## src/rtl/mtsc_regs.svh

```systemverilog
// Register offsets, field positions, reset values for the timer shared control
`ifndef MTSC_REGS_SVH
`define MTSC_REGS_SVH

// ------------------------------------------------------------
// Offsets
// ------------------------------------------------------------
`define MTSC_RUN_OFS   28'h5ffff00
`define MTSC_SYNC_OFS  28'h5ffff01
`define MTSC_MODE_OFS  28'h5ffff02
`define MTSC_STAT_OFS  28'h5ffff40
`define MTSC_MASK_OFS  28'h5ffff41

// ------------------------------------------------------------
// Fields
// ------------------------------------------------------------
`define MTSC_NCH       5
`define MTSC_CH_MSB    4
`define MTSC_FLAG_DIR_BIT 5
`define MTSC_PHASE_BIT    6
`define MTSC_EV_SCLR   0
`define MTSC_EV_WRAP   1
`define MTSC_EV_SPRE   2
`define MTSC_NEV       3

// ------------------------------------------------------------
// Reset and fixed read values
// ------------------------------------------------------------
`define MTSC_CH_RST    5'h00
`define MTSC_EV_RST    3'h0
`define MTSC_RUN_TOP   3'h7
`define MTSC_SYNC_TOP  2'h3
`define MTSC_RD_NONE   8'h00

`endif

```

## src/rtl/mtsc_pkg.sv

```systemverilog
// Types shared by the timer shared control files
package mtsc_pkg;
   typedef logic [27:0] mtsc_addr_t;
   typedef logic [7:0]  mtsc_byte_t;
   typedef logic [4:0]  mtsc_ch_t;
   typedef logic [2:0]  mtsc_ev_t;
endpackage

```

## src/rtl/mtsc_chan.sv

```systemverilog
// Per-channel run, preset and clear gating for one timer channel
`timescale 1ns/1ps
module mtsc_chan
(
   // Clock and reset
   input  wire logic sys_clk,
   input  wire logic reset,
   // Control bits
   input  wire logic run,
   input  wire logic lockstep,
   // Own sources and shared sync events
   input  wire logic own_clear,
   input  wire logic own_preset,
   input  wire logic any_sync_clear,
   input  wire logic any_sync_preset,
   // To the channel counter
   output logic      advance_q,
   output logic      clear_q,
   output logic      preset_q
);

   logic clear_d;
   logic preset_d;

   // Shared events reach only locked channels; free ones see their own
   assign clear_d  = own_clear | (lockstep & any_sync_clear);
   assign preset_d = own_preset | (lockstep & any_sync_preset);

   always_ff @(posedge sys_clk)
   begin
      if (reset)
      begin
         advance_q <= 1'b0;
         clear_q   <= 1'b0;
         preset_q  <= 1'b0;
      end
      else
      begin
         // Stop only withholds advance; count value is untouched
         advance_q <= run;
         clear_q   <= clear_d;
         preset_q  <= preset_d;
      end
   end

endmodule

```

## src/rtl/mtsc_top.sv

```systemverilog
// Shared control of the five-channel timer: run, lockstep and mode registers
//
// Contract
// - run bit set advances channel counter
// - unlocked channel ignores other channels' preset/clear
// - locked channels share preset and clear
// - mode bit 6 selects channel 2 phase counting
// - mode bit 5 chooses channel 2 wrap flag events
// - mode bits 4..0 select per-channel pulse mode
// - reset clears all control bits
// - unused upper run/sync bits read one (sync bit 7 reads zero; only sync bits 6..5 read one)
// - locked clear follows another locked channel's clear
//
// The implementer's own choice: strobed register access.
`timescale 1ns/1ps
`include "mtsc_regs.svh"
module mtsc_top
(
   // Clock and reset
   input  wire logic               sys_clk,
   input  wire logic               reset,
   // Register port
   input  wire mtsc_pkg::mtsc_addr_t reg_addr,
   input  wire mtsc_pkg::mtsc_byte_t reg_wdata,
   input  wire logic               reg_wr,
   input  wire logic               reg_rd,
   output mtsc_pkg::mtsc_byte_t    reg_rdata_q,
   // Events from the channels
   input  wire mtsc_pkg::mtsc_ch_t chan_clear_req,
   input  wire mtsc_pkg::mtsc_ch_t chan_preset_req,
   input  wire logic               ch2_overflow,
   input  wire logic               ch2_underflow,
   // Controls to the channels
   output mtsc_pkg::mtsc_ch_t      chan_advance_q,
   output mtsc_pkg::mtsc_ch_t      chan_clear_q,
   output mtsc_pkg::mtsc_ch_t      chan_preset_q,
   output mtsc_pkg::mtsc_ch_t      lockstep_q,
   output mtsc_pkg::mtsc_ch_t      pulse_mode_q,
   output logic                    phase_count_select_q,
   output logic                    overflow_flag_direction_q,
   output logic                    ch2_wrap_set_q,
   // Interrupt
   output logic                    irq_q
);
   import mtsc_pkg::*;

   // ------------------------------------------------------------
   // Register state
   // ------------------------------------------------------------
   mtsc_ch_t run_q;
   mtsc_ch_t run_d;
   mtsc_ch_t sync_d;
   mtsc_ch_t pwm_d;
   logic     phase_sel_d;
   logic     flag_dir_d;
   mtsc_ev_t stat_q;
   mtsc_ev_t stat_d;
   mtsc_ev_t mask_q;
   mtsc_ev_t mask_d;
   mtsc_ev_t events;
   mtsc_byte_t rdata_d;
   logic     wrap_d;

   // ------------------------------------------------------------
   // Address decode
   // ------------------------------------------------------------
   wire hit_run  = (reg_addr == `MTSC_RUN_OFS);
   wire hit_sync = (reg_addr == `MTSC_SYNC_OFS);
   wire hit_mode = (reg_addr == `MTSC_MODE_OFS);
   wire hit_stat = (reg_addr == `MTSC_STAT_OFS);
   wire hit_mask = (reg_addr == `MTSC_MASK_OFS);

   wire wr_run  = reg_wr & hit_run;
   wire wr_sync = reg_wr & hit_sync;
   wire wr_mode = reg_wr & hit_mode;
   wire wr_stat = reg_wr & hit_stat;
   wire wr_mask = reg_wr & hit_mask;

   // ------------------------------------------------------------
   // Next values of the control registers
   // ------------------------------------------------------------
   assign run_d  = wr_run  ? reg_wdata[`MTSC_CH_MSB:0] : run_q;
   assign sync_d = wr_sync ? reg_wdata[`MTSC_CH_MSB:0] : lockstep_q;
   assign pwm_d  = wr_mode ? reg_wdata[`MTSC_CH_MSB:0] : pulse_mode_q;
   assign phase_sel_d = wr_mode ? reg_wdata[`MTSC_PHASE_BIT]
                                : phase_count_select_q;
   assign flag_dir_d  = wr_mode ? reg_wdata[`MTSC_FLAG_DIR_BIT]
                                : overflow_flag_direction_q;
   assign mask_d = wr_mask ? reg_wdata[`MTSC_NEV-1:0] : mask_q;

   // ------------------------------------------------------------
   // Lockstep events
   // ------------------------------------------------------------
   // Only locked channels may raise the shared clear or preset
   wire any_sync_clear  = |(chan_clear_req & lockstep_q);
   wire any_sync_preset = |(chan_preset_req & lockstep_q);

   // Underflow counts only while the direction bit is low
   assign wrap_d = ch2_overflow
                 | (ch2_underflow & ~overflow_flag_direction_q);

   // ------------------------------------------------------------
   // Sticky status, write one to clear; a new event wins
   // ------------------------------------------------------------
   assign events[`MTSC_EV_SCLR] = any_sync_clear;
   assign events[`MTSC_EV_WRAP] = wrap_d;
   assign events[`MTSC_EV_SPRE] = any_sync_preset;

   wire [`MTSC_NEV-1:0] stat_clr = wr_stat ? reg_wdata[`MTSC_NEV-1:0]
                                           : `MTSC_EV_RST;
   assign stat_d = (stat_q & ~stat_clr) | events;

   wire irq_d = |(stat_d & mask_d);

   // ------------------------------------------------------------
   // Read data, one cycle after the strobe
   // ------------------------------------------------------------
   // Unused top bits read one in run (7..5) and sync (6..5); the other unused bits read zero
   wire [7:0] rd_run  = {`MTSC_RUN_TOP, run_q};
   wire [7:0] rd_sync = {1'b0, `MTSC_SYNC_TOP, lockstep_q};
   wire [7:0] rd_mode = {1'b0, phase_count_select_q,
                         overflow_flag_direction_q, pulse_mode_q};
   wire [7:0] rd_stat = {5'h00, stat_q};
   wire [7:0] rd_mask = {5'h00, mask_q};

   assign rdata_d = !reg_rd  ? `MTSC_RD_NONE :
                    hit_run  ? rd_run  :
                    hit_sync ? rd_sync :
                    hit_mode ? rd_mode :
                    hit_stat ? rd_stat :
                    hit_mask ? rd_mask : `MTSC_RD_NONE;

   // ------------------------------------------------------------
   // Flip-flops
   // ------------------------------------------------------------
   always_ff @(posedge sys_clk)
   begin
      if (reset)
      begin
         run_q                     <= `MTSC_CH_RST;
         lockstep_q                <= `MTSC_CH_RST;
         pulse_mode_q              <= `MTSC_CH_RST;
         phase_count_select_q      <= 1'b0;
         overflow_flag_direction_q <= 1'b0;
         stat_q                    <= `MTSC_EV_RST;
         mask_q                    <= `MTSC_EV_RST;
         irq_q                     <= 1'b0;
         ch2_wrap_set_q            <= 1'b0;
         reg_rdata_q               <= `MTSC_RD_NONE;
      end
      else
      begin
         run_q                     <= run_d;
         lockstep_q                <= sync_d;
         pulse_mode_q              <= pwm_d;
         phase_count_select_q      <= phase_sel_d;
         overflow_flag_direction_q <= flag_dir_d;
         stat_q                    <= stat_d;
         mask_q                    <= mask_d;
         irq_q                     <= irq_d;
         ch2_wrap_set_q            <= wrap_d;
         reg_rdata_q               <= rdata_d;
      end
   end

   // ------------------------------------------------------------
   // Channel gating
   // ------------------------------------------------------------
   generate
      for (genvar i = 0; i < `MTSC_NCH; i++)
      begin : g_ch
         mtsc_chan u_chan
         (
            .sys_clk         (sys_clk),
            .reset           (reset),
            .run             (run_q[i]),
            .lockstep        (lockstep_q[i]),
            .own_clear       (chan_clear_req[i]),
            .own_preset      (chan_preset_req[i]),
            .any_sync_clear  (any_sync_clear),
            .any_sync_preset (any_sync_preset),
            .advance_q       (chan_advance_q[i]),
            .clear_q         (chan_clear_q[i]),
            .preset_q        (chan_preset_q[i])
         );
      end
   endgenerate
endmodule

```

## config.mk

```make
export PLATFORM = sky130hd
export DESIGN_NAME = mtsc_top
export DESIGN_NICKNAME = d
export VERILOG_FILES = /design/src/rtl/mtsc_pkg.sv /design/src/rtl/mtsc_chan.sv /design/src/rtl/mtsc_top.sv
export VERILOG_INCLUDE_DIRS = /design/src /design/src/rtl
export SDC_FILE = /design/constraint.sdc
export NUM_CORES = 1
export LEC_CHECK = 0
export ABC_CLOCK_PERIOD_IN_PS = 5100
export BUFFER_PORTS_ARGS = -buffer_cell sky130_fd_sc_hd__buf_2
export CAP_MARGIN = 20
export CORE_AREA = 10 10 85 69
export DETAILED_ROUTE_END_ITERATION = 12
export DIE_AREA = 0 0 95 79
export PLACE_DENSITY = 0.81
export SLEW_MARGIN = 20
export SYNTH_ARGS = -nofsm -noshare
export SYNTH_HDL_FRONTEND = slang
export SYNTH_HIERARCHICAL = 1
export SYNTH_SLANG_ARGS = --single-unit
```

## constraint.sdc

```tcl
create_clock -name sys_clk -period 5.1 [get_ports sys_clk]
set_clock_uncertainty 0.1 [all_clocks]
set_input_delay 0.51 -clock sys_clk [delete_from_list [all_inputs] [get_ports sys_clk]]
set_output_delay 0.51 -clock sys_clk [all_outputs]
set_load 0.01 [all_outputs]
```

==> out/qor.txt, run 1 <==
Maximum fanout along the worst path -> 7
Synth Area in Simple Gates -> 27.08%
CTS tree -> yes
Top achievable clock speed -> 0.4298 GHz
Post-route ant nets -> 0
Synthesis Warnings -> 6
Final Hold Fails -> 0
Post-CTS Hold Buffers -> 0
Power density over cell area -> 258.7 nW/µm²
Post-synth EDFFs -> 0
Adder-Cell Fraction of Synth Area -> 0%
Final #Nets -> 355
Met3 Use GR -> 7.143%
Synth-to-layout area growth -> 27.51%
Clock latency on the worst-skew pair -> 0.30 ns
Max IR drop VDD -> 0.1753 mV
Global-route track usage on met1 -> 18.05%
Pwr Total -> 0.6707 mW
Final worst slack -> 2.774 ns
Setup tns final -> 0 ns
Area leader, netlist -> dfxtp_1
Tmin final -> 2.326 ns
Main combinational cell family by area after synthesis -> simple AND/OR/NAND/NOR gates
Vias per cell -> 5.508
Top FF cell, synth -> dfxtp_1
Final period util -> 45.62%
Post-Syn Nets -> 270
Outcome -> completed
Hold WC Path Type -> in2reg
Postcts setup bufs -> 0
Worst slack at placement -> 2.500 ns
Worst reg2reg path startpoint -> lockstep_q[3]
Mapped Area -> 2033 µm²
Yosys reg bits -> 48
Worst-Margin Slew -> 0.6867 ns
Via count -> 1983
Post-synthesis sequential area ratio -> 47.26%
Share of the synthesized area in the top cell type -> 47.26%
HPWL after DPL -> 4417 µm
Yosys cell types -> 43
Diodes inserted -> 0
DR WL/cell -> 15.84 µm
Hold path start -> chan_clear_req[3]
Std-Cell Rows -> 21
Synth top area cells -> dfxtp_1 (47%), nor2_1 (5.4%), a21oi_1 (4.9%)
Setup CP Type -> in2reg
Sink Count -> 48
Initial antenna violation count -> 0
CP arrival -> 2.39 ns
IO Count -> 89
# DRC -> 0
Fin util -> 60.91%
Clock H-tree levels -> 2
CTS root buf -> clkbuf_8
Total CTS buffers -> 5
First-pass GRT wire length -> 8983 µm
Hold Path Sink -> g_ch[3].u_chan/clear_q
GR peak layer -> met2
Initial core utilization -> 47.77%
Mux cell area share after synthesis -> 4.431%
Critical path cell sequence -> buf_2, or4b_1, nor4_2, nand3_1, mux2i_1, nor2_1
Synth Instances -> 218
Syn Area/Cell -> 9.327 µm²
Placer Congestion -> 0.8136
Die Area -> 7505 µm²
Drt first pass iters -> 5
Total GRT Usage -> 14.70%
CTS clock-pin slew for the worst setup and hold paths -> 0.08 ns
Critical Path RT -> 5.16 ns
Xor and xnor area share after synthesis -> 0%
Post-synthesis compound-gate area fraction -> 17.97%
Die width -> 95 µm
Max-slew violation count -> 0
Core area -> 4257 µm²
FF-to-FF End -> irq_q
Hold path cells -> 3
Layout cells sized above 1 -> 35.97%
Port buffer count -> 87
Worst setup EP type -> flip-flop
Total wire length -> 5704 µm
Hold Worst Slack -> 0.3367 ns
R2R depth -> 4
Final setup violation count -> 0
Setup crit start kind -> primary input
Total grt overflow -> 0
Slew headroom -> 54.22%
RSZ-0062 raised after global routing -> no
Pleak -> 1.178 nW
Asr flop ratio synth -> 0%
Max clock buf depth -> 2
Initial drt markers -> 169
CP max-delay cell -> or4b_1
PostCTS Resize Cnt -> 0
Chip height -> 79 µm
GR Util met2 -> 22.95%
Largest net degree at the start of global routing -> 42
Worst R2R Setup Slack -> 3.53 ns
Vias in the first global route -> 1852
Critical Path Max Stage Delay -> 0.56 ns
MaxCap Viol Count -> 0
-- kinds of logic after synthesis --
kind of cell    count (synthesis)
buf+inv                        15
flops                          48
compound gates                 50
simple gates                   96
mux                             9
-- registers in the layout, indices dropped and copies added (netlist names) --
signal	count
overflow_flag_direction_q	1
g_ch.u_chan/clear_q	5
g_ch.u_chan/advance_q	5
pulse_mode_q	5
g_ch.u_chan/preset_q	5
stat_q	3
ch2_wrap_set_q	1
mask_q	3
reg_rdata_q	8
lockstep_q	5
phase_count_select_q	1
irq_q	1
run_q	5
-- cell type report --
type	instances	area, µm²
fill	384	1664
multi-input combinational	155	1006
sequential	48	960.9
timing repair buffer	87	435.4
clock buffer	7	96.34
tap	57	71.32
inverter	6	22.52
-- cells in the mapped netlist, types with 4 or more instances --
master	number
nor2_1	29
nand3_1	14
mux2i_1	9
nor2b_1	10
a222oi_1	4
dfxtp_1	48
inv_1	6
nand2_1	13
nand4_1	4
nor4_2	4
nor4_1	4
clkbuf_1	5
a21oi_1	20
-- per-stage QoR --
stage / std cells / instance area [µm²]
after global routing: 360 / 2592
after detailed placement: 353 / 2496
after CTS: 360 / 2592
after global placement: 353 / 2496
final: 360 / 2592
after floorplan: 218 / 2033
-- worst max-delay path by stage --
| stage | slack [ns] | to | start | cells after the start |
|---|---|---|---|---|
| floorplan | 2.85 | reg_rdata_q[1] | reg_addr[5] | 6 |
| global placement | 2.59 | lockstep_q[1] | reg_addr[1] | 6 |
| detailed placement | 2.50 | lockstep_q[2] | reg_addr[1] | 6 |
| CTS | 2.81 | lockstep_q[2] | reg_addr[1] | 6 |
| global route | 2.66 | lockstep_q[2] | reg_addr[1] | 6 |
| finish | 2.77 | lockstep_q[2] | reg_addr[1] | 6 |
-- power by group --
part	total, mW	switching [mW]	internal (mW)
Clock	0.237	0.117	0.121
Sequential	0.381	0.00122	0.380
Combinational	0.0525	0.0291	0.0233
-- metal layers --
layer / share of wire, % / wire [µm] / vias up
li1: - / - / 977
met1: 43 / 2431 / 928
met4: 0.26 / 15 / 0
met2: 46 / 2620 / 76
met5: 0 / 0 / -
met3: 11 / 637 / 2
-- critical path, delay by kind of cell --
family,cells,cell delay [ns]
simple gates,4,1.51
mux,1,0.24
buf+inv,1,0.11
-- cell usage in the layout (no fill, tap or decap), drive strengths merged --
| cell type | synthesis | layout |
|---|---|---|
| a32oi | 1 | 1 |
| o32ai | 2 | 2 |
| or4b | 3 | 3 |
| nor4 | 9 | 9 |
| a22oi | 3 | 3 |
| o21ba | 3 | 3 |
| a221oi | 3 | 3 |
| a41oi | 3 | 3 |
| o21ai | 1 | 1 |
| or4 | 1 | 1 |
| a21oi | 20 | 20 |
| nand4 | 5 | 5 |
| nor2b | 10 | 10 |
| buf | 4 | 87 |
| nand2b | 2 | 2 |
| dfxtp | 48 | 48 |
| o22ai | 3 | 3 |
| a21o | 2 | 2 |
| nand4bb | 1 | 1 |
| mux2i | 9 | 9 |
| nor4b | 1 | 1 |
| inv | 6 | 6 |
| nand2 | 13 | 13 |
| clkbuf | 5 | 7 |
| and3 | 3 | 3 |
| a21boi | 3 | 3 |
| o31ai | 1 | 1 |
| nand3 | 14 | 14 |
| a222oi | 4 | 4 |
| and2 | 5 | 5 |
| nor2 | 29 | 29 |
| a31oi | 1 | 1 |
(Power assumes the default switching activity.)
==> run 2: changes to the inputs <==
--- a/config.mk
+++ b/config.mk
@@ -6,13 +6,13 @@
 export SDC_FILE = /design/constraint.sdc
 export NUM_CORES = 1
 export LEC_CHECK = 0
-export ABC_CLOCK_PERIOD_IN_PS = 5100
+export ABC_CLOCK_PERIOD_IN_PS = 2190
 export BUFFER_PORTS_ARGS = -buffer_cell sky130_fd_sc_hd__buf_2
 export CAP_MARGIN = 20
-export CORE_AREA = 10 10 85 69
+export CORE_AREA = 10 10 87 70
 export DETAILED_ROUTE_END_ITERATION = 12
-export DIE_AREA = 0 0 95 79
-export PLACE_DENSITY = 0.81
+export DIE_AREA = 0 0 97 80
+export PLACE_DENSITY = 0.78
 export SLEW_MARGIN = 20
 export SYNTH_ARGS = -nofsm -noshare
 export SYNTH_HDL_FRONTEND = slang
==> constraint.sdc (replaced) <==
create_clock -name sys_clk -period 2.19 [get_ports sys_clk]
set_clock_uncertainty 0.1 [all_clocks]
set_input_delay 0.219 -clock sys_clk [delete_from_list [all_inputs] [get_ports sys_clk]]
set_output_delay 0.219 -clock sys_clk [all_outputs]
set_load 0.01 [all_outputs]
==> run 2 against run 1 <==
  * Final cell count is 2.2% higher
  * Hold slack lost 0.29 ns
  * Critical path depth unchanged
  * Non-clock buffer count up 7
  * Clock power increased to 2.8 times the previous value
  * Combinational power is 140% higher
  * Critical endpoint is now reg_rdata_q[0]
  * Largest cell class unchanged
  * Highest routed layer unchanged
==> out/qor.txt, run 2 (synthesized netlist as in run 1, its figures left out) <==
Outcome -> completed
Total wire length -> 6179 µm (+8.3%)
Vias per cell -> 5.467 (-0.74%)
Setup tns final -> 0 ns (unchanged)
Max IR drop VDD -> 0.5429 mV (+210%)
Setup CP Type -> in2reg
Pleak -> 1.226 nW (+4.0%)
Hold path start -> chan_preset_req[1]
Sequential share of power -> 52.9% (-3.9 points)
DR WL/cell -> 16.79 µm (+6.0%)
Clock Power Share -> 39.6% (+4.2 points)
Max clock buf depth -> 2 (unchanged)
Die width -> 97 µm (+2.1%)
CTS clock-pin slew for the worst setup and hold paths -> 0.09 ns (about the same)
Max reg flops -> 8 (unchanged)
Worst-Margin Slew -> 0.4325 ns (-0.2543 ns)
Final Hold Fails -> 0 (unchanged)
GR Util met2 -> 27.00% (+4.1 points)
Vias in the first global route -> 2100 (+13%)
Clock H-tree levels -> 2 (unchanged)
Via count -> 2012 (+1.5%)
Total CTS buffers -> 5 (unchanged)
Power density over cell area -> 628.7 nW/µm² (+140%)
Postcts setup bufs -> 0 (unchanged)
Placer Congestion -> 0.8543 (+5.0%)
First-pass GRT wire length -> 10160 µm (+13%)
Slew headroom -> 70.93% (+17 points)
PostCTS Resize Cnt -> 0 (unchanged)
Post-route ant nets -> 0 (unchanged)
Largest net degree at the start of global routing -> 41 (-2.4%)
Worst reg2reg path startpoint -> lockstep_q[3]
Sequential cell area -> 960.9 µm² (unchanged)
Hold Path Sink -> g_ch[1].u_chan/preset_q
Initial core utilization -> 46.34% (-1.4 points)
Sink Count -> 48 (unchanged)
Cell-internal power -> 1.313 mW (+150%)
Layout cells sized above 1 -> 37.62% (+1.6 points)
# DRC -> 0 (unchanged)
Final period util -> 83.95%
Port buffer count -> 87 (unchanged)
RSZ-0062 raised after global routing -> no
Chip height -> 80 µm (+1.3%)
Hold WC Path Type -> in2reg
Post-CTS Hold Buffers -> 0 (unchanged)
IO Count -> 89 (unchanged)
GR peak layer -> met2
Area of the multi-input gates -> 1006 µm² (unchanged)
Total grt overflow -> 0 (unchanged)
Top achievable clock speed -> 0.5439 GHz
Critical Path RT -> 2.30 ns (-2.86 ns)
Global-route track usage on met1 -> 18.08% (+0.030 points)
Total GRT Usage -> 15.56% (+0.86 points)
Sw power -> 0.3657 mW (+150%)
Worst slack at placement -> 0.05633 ns (-2.444 ns)
Fill count -> 394 (+2.6%)
Max-slew violation count -> 0 (unchanged)
Met3 Use GR -> 5.536% (-1.6 points)
Setup crit start kind -> primary input
Synth-to-layout area growth -> 31.32%
Combinational power share -> 7.5% (-0.3 points)
Hold path cells -> 3 (unchanged)
Worst R2R Setup Slack -> 0.52 ns (-3.01 ns)
Sw Share -> 21.78% (-0.13 points)
MaxCap Viol Count -> 0 (unchanged)
Clock latency on the worst-skew pair -> 0.30 ns (about the same)
Commonest non-fill, non-tap cells in the layout -> buf_2 (87), dfxtp_1 (48), nor2_1 (29), a21oi_1 (20), nand3_1 (14)
Final Cell Area -> 2670 µm² (+3.0%)
Drt first pass iters -> 5 (unchanged)
Initial drt markers -> 184 (+8.9%)
R2R depth -> 4 (unchanged)
FF-to-FF End -> irq_q
Maximum fanout along the worst path -> 5 (-2)
Worst setup EP type -> flip-flop
Core area -> 4388 µm² (+3.1%)
Commonest non-fill, non-tap cell in the layout -> buf_2
Largest Register -> reg_rdata_q
Die Area -> 7760 µm² (+3.4%)
HPWL after DPL -> 4702 µm (+6.5%)
CP arrival -> 1.95 ns (-0.44 ns)
CTS tree -> yes
Instance area at placement -> 2549 µm² (+2.1%)
Diodes inserted -> 0 (unchanged)
Fin util -> 60.85% (about the same)
Final #Nets -> 362 (+2.0%)
Initial antenna violation count -> 0 (unchanged)
Std-Cell Rows -> 21 (unchanged)
Tmin final -> 1.839 ns
Final setup violation count -> 0 (unchanged)
CTS root buf -> clkbuf_8
Final worst slack -> 0.3515 ns (-2.422 ns)
-- run 2: cell count changes in the layout (fill, tap and decap cells not counted), sizes merged --
cell    before  now
buf         87   94
bufinv       0    1
clkbuf       7    6
clkinv       0    1
-- run 2: worst max path at each step --
stage | cells after the start | end | slack [ns] | start
after floorplan | 6 | reg_rdata_q[1] | 0.23 | reg_addr[5]
after global placement | 6 | reg_rdata_q[0] | 0.09 | reg_addr[5]
after detailed placement | 6 | reg_rdata_q[0] | 0.06 | reg_addr[5]
after CTS | 6 | reg_rdata_q[0] | 0.37 | reg_addr[5]
after global routing | 6 | irq_q | 0.24 | reg_addr[5]
final | 6 | reg_rdata_q[0] | 0.35 | reg_addr[5]
-- run 2: area by class of cell --
type	instances	share of cell area [%]
timing repair buffer	94	18.28
inverter	6	0.8435
clock inverter	2	1.453
tap	57	2.671
multi-input combinational	155	37.68
sequential	48	35.99
clock buffer	6	3.093
-- run 2: layer usage --
metal	wire length (µm)	part of all wire, %	up-vias
met5	0	0	-
met4	20	0.32	0
met3	563	9.1	2
met2	3042	49	81
met1	2552	41	948
li1	-	-	981
-- run 2: worst max-delay path, stage by stage --
cell and delay [ns]:
buf_2 0.09, or4b_4 0.57, nor4_2 0.41, and2_1 0.26, a221oi_1 0.13, o32ai_1 0.27
-- run 2: power groups by stage --
stage	clock network [mW]	registers [mW]	logic, mW
2_1_floorplan	0	0.914	0.0396
3_3_place_gp	0	0.907	0.122
5_1_grt	0.713	0.889	0.139
6_report	0.666	0.887	0.126
4_1_cts	0.670	0.887	0.126
3_5_place_dp	0	0.908	0.125
-- run 2: metrics by stage --
stage	hold WS (ns)	power (mW)	cells
6_report	0.04316	1.679	368
3_5_place_dp	0.3505	1.033	360
2_1_floorplan	0.1906	0.9537	218
4_1_cts	0.04233	1.683	368
3_3_place_gp	0.3376	1.029	360
5_1_grt	0.05818	1.741	368
==> run 3: changes to the inputs <==
--- a/config.mk
+++ b/config.mk
@@ -6,7 +6,7 @@
 export SDC_FILE = /design/constraint.sdc
 export NUM_CORES = 1
 export LEC_CHECK = 0
-export ABC_CLOCK_PERIOD_IN_PS = 2190
+export ABC_CLOCK_PERIOD_IN_PS = 1800
 export BUFFER_PORTS_ARGS = -buffer_cell sky130_fd_sc_hd__buf_2
 export CAP_MARGIN = 20
 export CORE_AREA = 10 10 87 70
==> constraint.sdc (replaced) <==
create_clock -name sys_clk -period 1.8 [get_ports sys_clk]
set_clock_uncertainty 0.1 [all_clocks]
set_input_delay 0.18 -clock sys_clk [delete_from_list [all_inputs] [get_ports sys_clk]]
set_output_delay 0.18 -clock sys_clk [all_outputs]
set_load 0.01 [all_outputs]
==> run 3 against run 2 <==
  * Global-route usage about the same
  * Die area is the same
  * Flip-flop and latch count stayed put
  * Via count rose by 6.9%
  * Clock power barely moved
  * Non-clock buffer count increased by 21
  * Design area increased by 8.5%
  * Count of clock-buffer cells in the layout unchanged
  * Utilization up 5.2 points
  * Critical endpoint is now irq_q
==> out/qor.txt, run 3 (synthesized netlist as in run 1, its figures left out) <==
Sink Count -> 48 (unchanged)
Total wire length -> 6524 µm (+5.6%)
Layout cells sized above 1 -> 44.28% (+6.7 points)
Die width -> 97 µm (unchanged)
Pleak -> 1.373 nW (+12%)
Initial drt markers -> 187 (+1.6%)
Hold Worst Slack -> 0.01386 ns (-0.02931 ns)
Total grt overflow -> 0 (unchanged)
RSZ-0062 raised after global routing -> yes
Die Area -> 7760 µm² (unchanged)
Final Cell Area -> 2897 µm² (+8.5%)
Post-route ant nets -> 0 (unchanged)
Port buffer count -> 87 (unchanged)
CTS tree -> yes
Commonest non-fill, non-tap cell in the layout -> buf_2
Tmin final -> 1.741 ns
First-pass GRT wire length -> 10050 µm (-1.1%)
Final Hold Fails -> 0 (unchanged)
Critical Path RT -> 1.87 ns (-0.43 ns)
Core area -> 4388 µm² (unchanged)
Clock latency on the worst-skew pair -> 0.30 ns (about the same)
Hold WC Path Type -> in2reg
Chip height -> 80 µm (unchanged)
Max clock buf depth -> 2 (unchanged)
Area of the multi-input gates -> 1091 µm² (+8.5%)
Maximum fanout along the worst path -> 7 (+2)
Std-Cell Rows -> 21 (unchanged)
Setup CP Type -> in2reg
FF-to-FF End -> irq_q
Diodes inserted -> 0 (unchanged)
CTS root buf -> clkbuf_8
Worst R2R Setup Slack -> 0.24 ns (-0.28 ns)
Max-slew violation count -> 0 (unchanged)
Hold path cells -> 3 (unchanged)
Slew headroom -> 67.96% (-3.0 points)
DR WL/cell -> 16.77 µm (-0.12%)
Initial core utilization -> 46.34% (unchanged)
Final period util -> 96.74%
CTS clock-pin slew for the worst setup and hold paths -> 0.08 ns (about the same)
CP arrival -> 1.81 ns (-0.14 ns)
Drt first pass iters -> 7 (+2)
Outcome -> completed
Via count -> 2150 (+6.9%)
R2R depth -> 4 (unchanged)
Largest net degree at the start of global routing -> 41 (unchanged)
Worst-Margin Slew -> 0.4791 ns (+0.04663 ns)
# DRC -> 0 (unchanged)
Commonest non-fill, non-tap cells in the layout -> buf_2 (87), dfxtp_1 (48), nor2_1 (29), buf_4 (25), a21oi_1 (20)
IO Count -> 89 (unchanged)
Pwr Total -> 1.919 mW (+14%)
Synth-to-layout area growth -> 42.46%
Hold path start -> chan_preset_req[1]
MaxCap Viol Count -> 0 (unchanged)
Clock H-tree levels -> 2 (unchanged)
Fill count -> 362 (-8.1%)
Worst reg2reg path startpoint -> lockstep_q[3]
Final setup violation count -> 0 (unchanged)
Instance area at placement -> 2654 µm² (+4.1%)
Total CTS buffers -> 5 (unchanged)
Hold Path Sink -> g_ch[1].u_chan/preset_q
Top achievable clock speed -> 0.5742 GHz
Initial antenna violation count -> 0 (unchanged)
Max reg flops -> 8 (unchanged)
Worst setup EP type -> flip-flop
Total GRT Usage -> 15.51% (-0.048 points)
Setup crit start kind -> primary input
HPWL after DPL -> 4835 µm (+2.8%)
Largest Register -> reg_rdata_q
Final #Nets -> 383 (+5.8%)
Sequential cell area -> 960.9 µm² (unchanged)
Placer Congestion -> 0.9087 (+6.4%)
Vias per cell -> 5.527 (+1.1%)
Vias in the first global route -> 2087 (-0.62%)
Max IR drop VDD -> 0.4929 mV (-9.2%)
Power density over cell area -> 662.6 nW/µm² (+5.4%)
[run 3: worst max-delay path by stage]
stage / startpoint / end / slack, ns / cells past startpoint
finish: chan_preset_req[3] / irq_q / 0.06 / 6
global route: reg_addr[26] / pulse_mode_q[2] / -0.05 / 6
detailed placement: reg_addr[5] / reg_rdata_q[0] / -0.29 / 7
global placement: reg_addr[5] / reg_rdata_q[0] / -0.25 / 7
floorplan: reg_addr[5] / reg_rdata_q[1] / -0.12 / 6
CTS: reg_addr[5] / reg_rdata_q[0] / 0.004 / 7
[run 3: report_power, final]
part / total (mW) / switching (mW) / internal [mW]
Sequential: 1.08 / 0.00400 / 1.08
Combinational: 0.174 / 0.0954 / 0.0785
Clock: 0.666 / 0.355 / 0.311
[run 3: layer usage]
metal | global-route usage, % | vias up | share of wire [%]
met5 | 0 | - | 0
li1 | - | 1029 | -
met4 | 5.588 | 0 | 2.6
met3 | 5.104 | 18 | 9.8
met1 | 18.59 | 986 | 39
met2 | 25.53 | 117 | 49
[run 3: cell type report]
cell class | instances | share of cell area [%]
Multi-Input combinational cell | 155 | 37.67
Sequential cell | 48 | 33.17
Timing Repair Buffer | 115 | 22.55
Clock buffer | 6 | 2.851
Tap cell | 57 | 2.462
Inverter | 6 | 0.7775
Clock inverter | 2 | 0.5184
[run 3: critical path, stage by stage]
cell           delay (ns)
dlygate4sd3_1        0.55
buf_2                0.14
a222oi_1             0.41
nand2_2              0.21
o22ai_2              0.21
a31oi_1              0.11
[run 3: metrics by stage]
step | util, % | worst slack [ns] | setup TNS (ns) | instances
after floorplan | - | -0.1205 | -0.8409 | 218
after global placement | 60.48 | -0.2456 | -3.710 | 374
after detailed placement | 60.48 | -0.2858 | -4.155 | 374
after CTS | 63.39 | 0.004127 | 0 | 385
after global routing | 66.01 | -0.04704 | -0.1340 | 389
final | 66.01 | 0.05860 | 0 | 389
[run 3: timing repair]
action,in CTS,in global routing
setup buffers,0,4
hold buffers,3,0
resized for setup,0,15
setup endpoints to repair,0,6
hold endpoints to repair,3,0
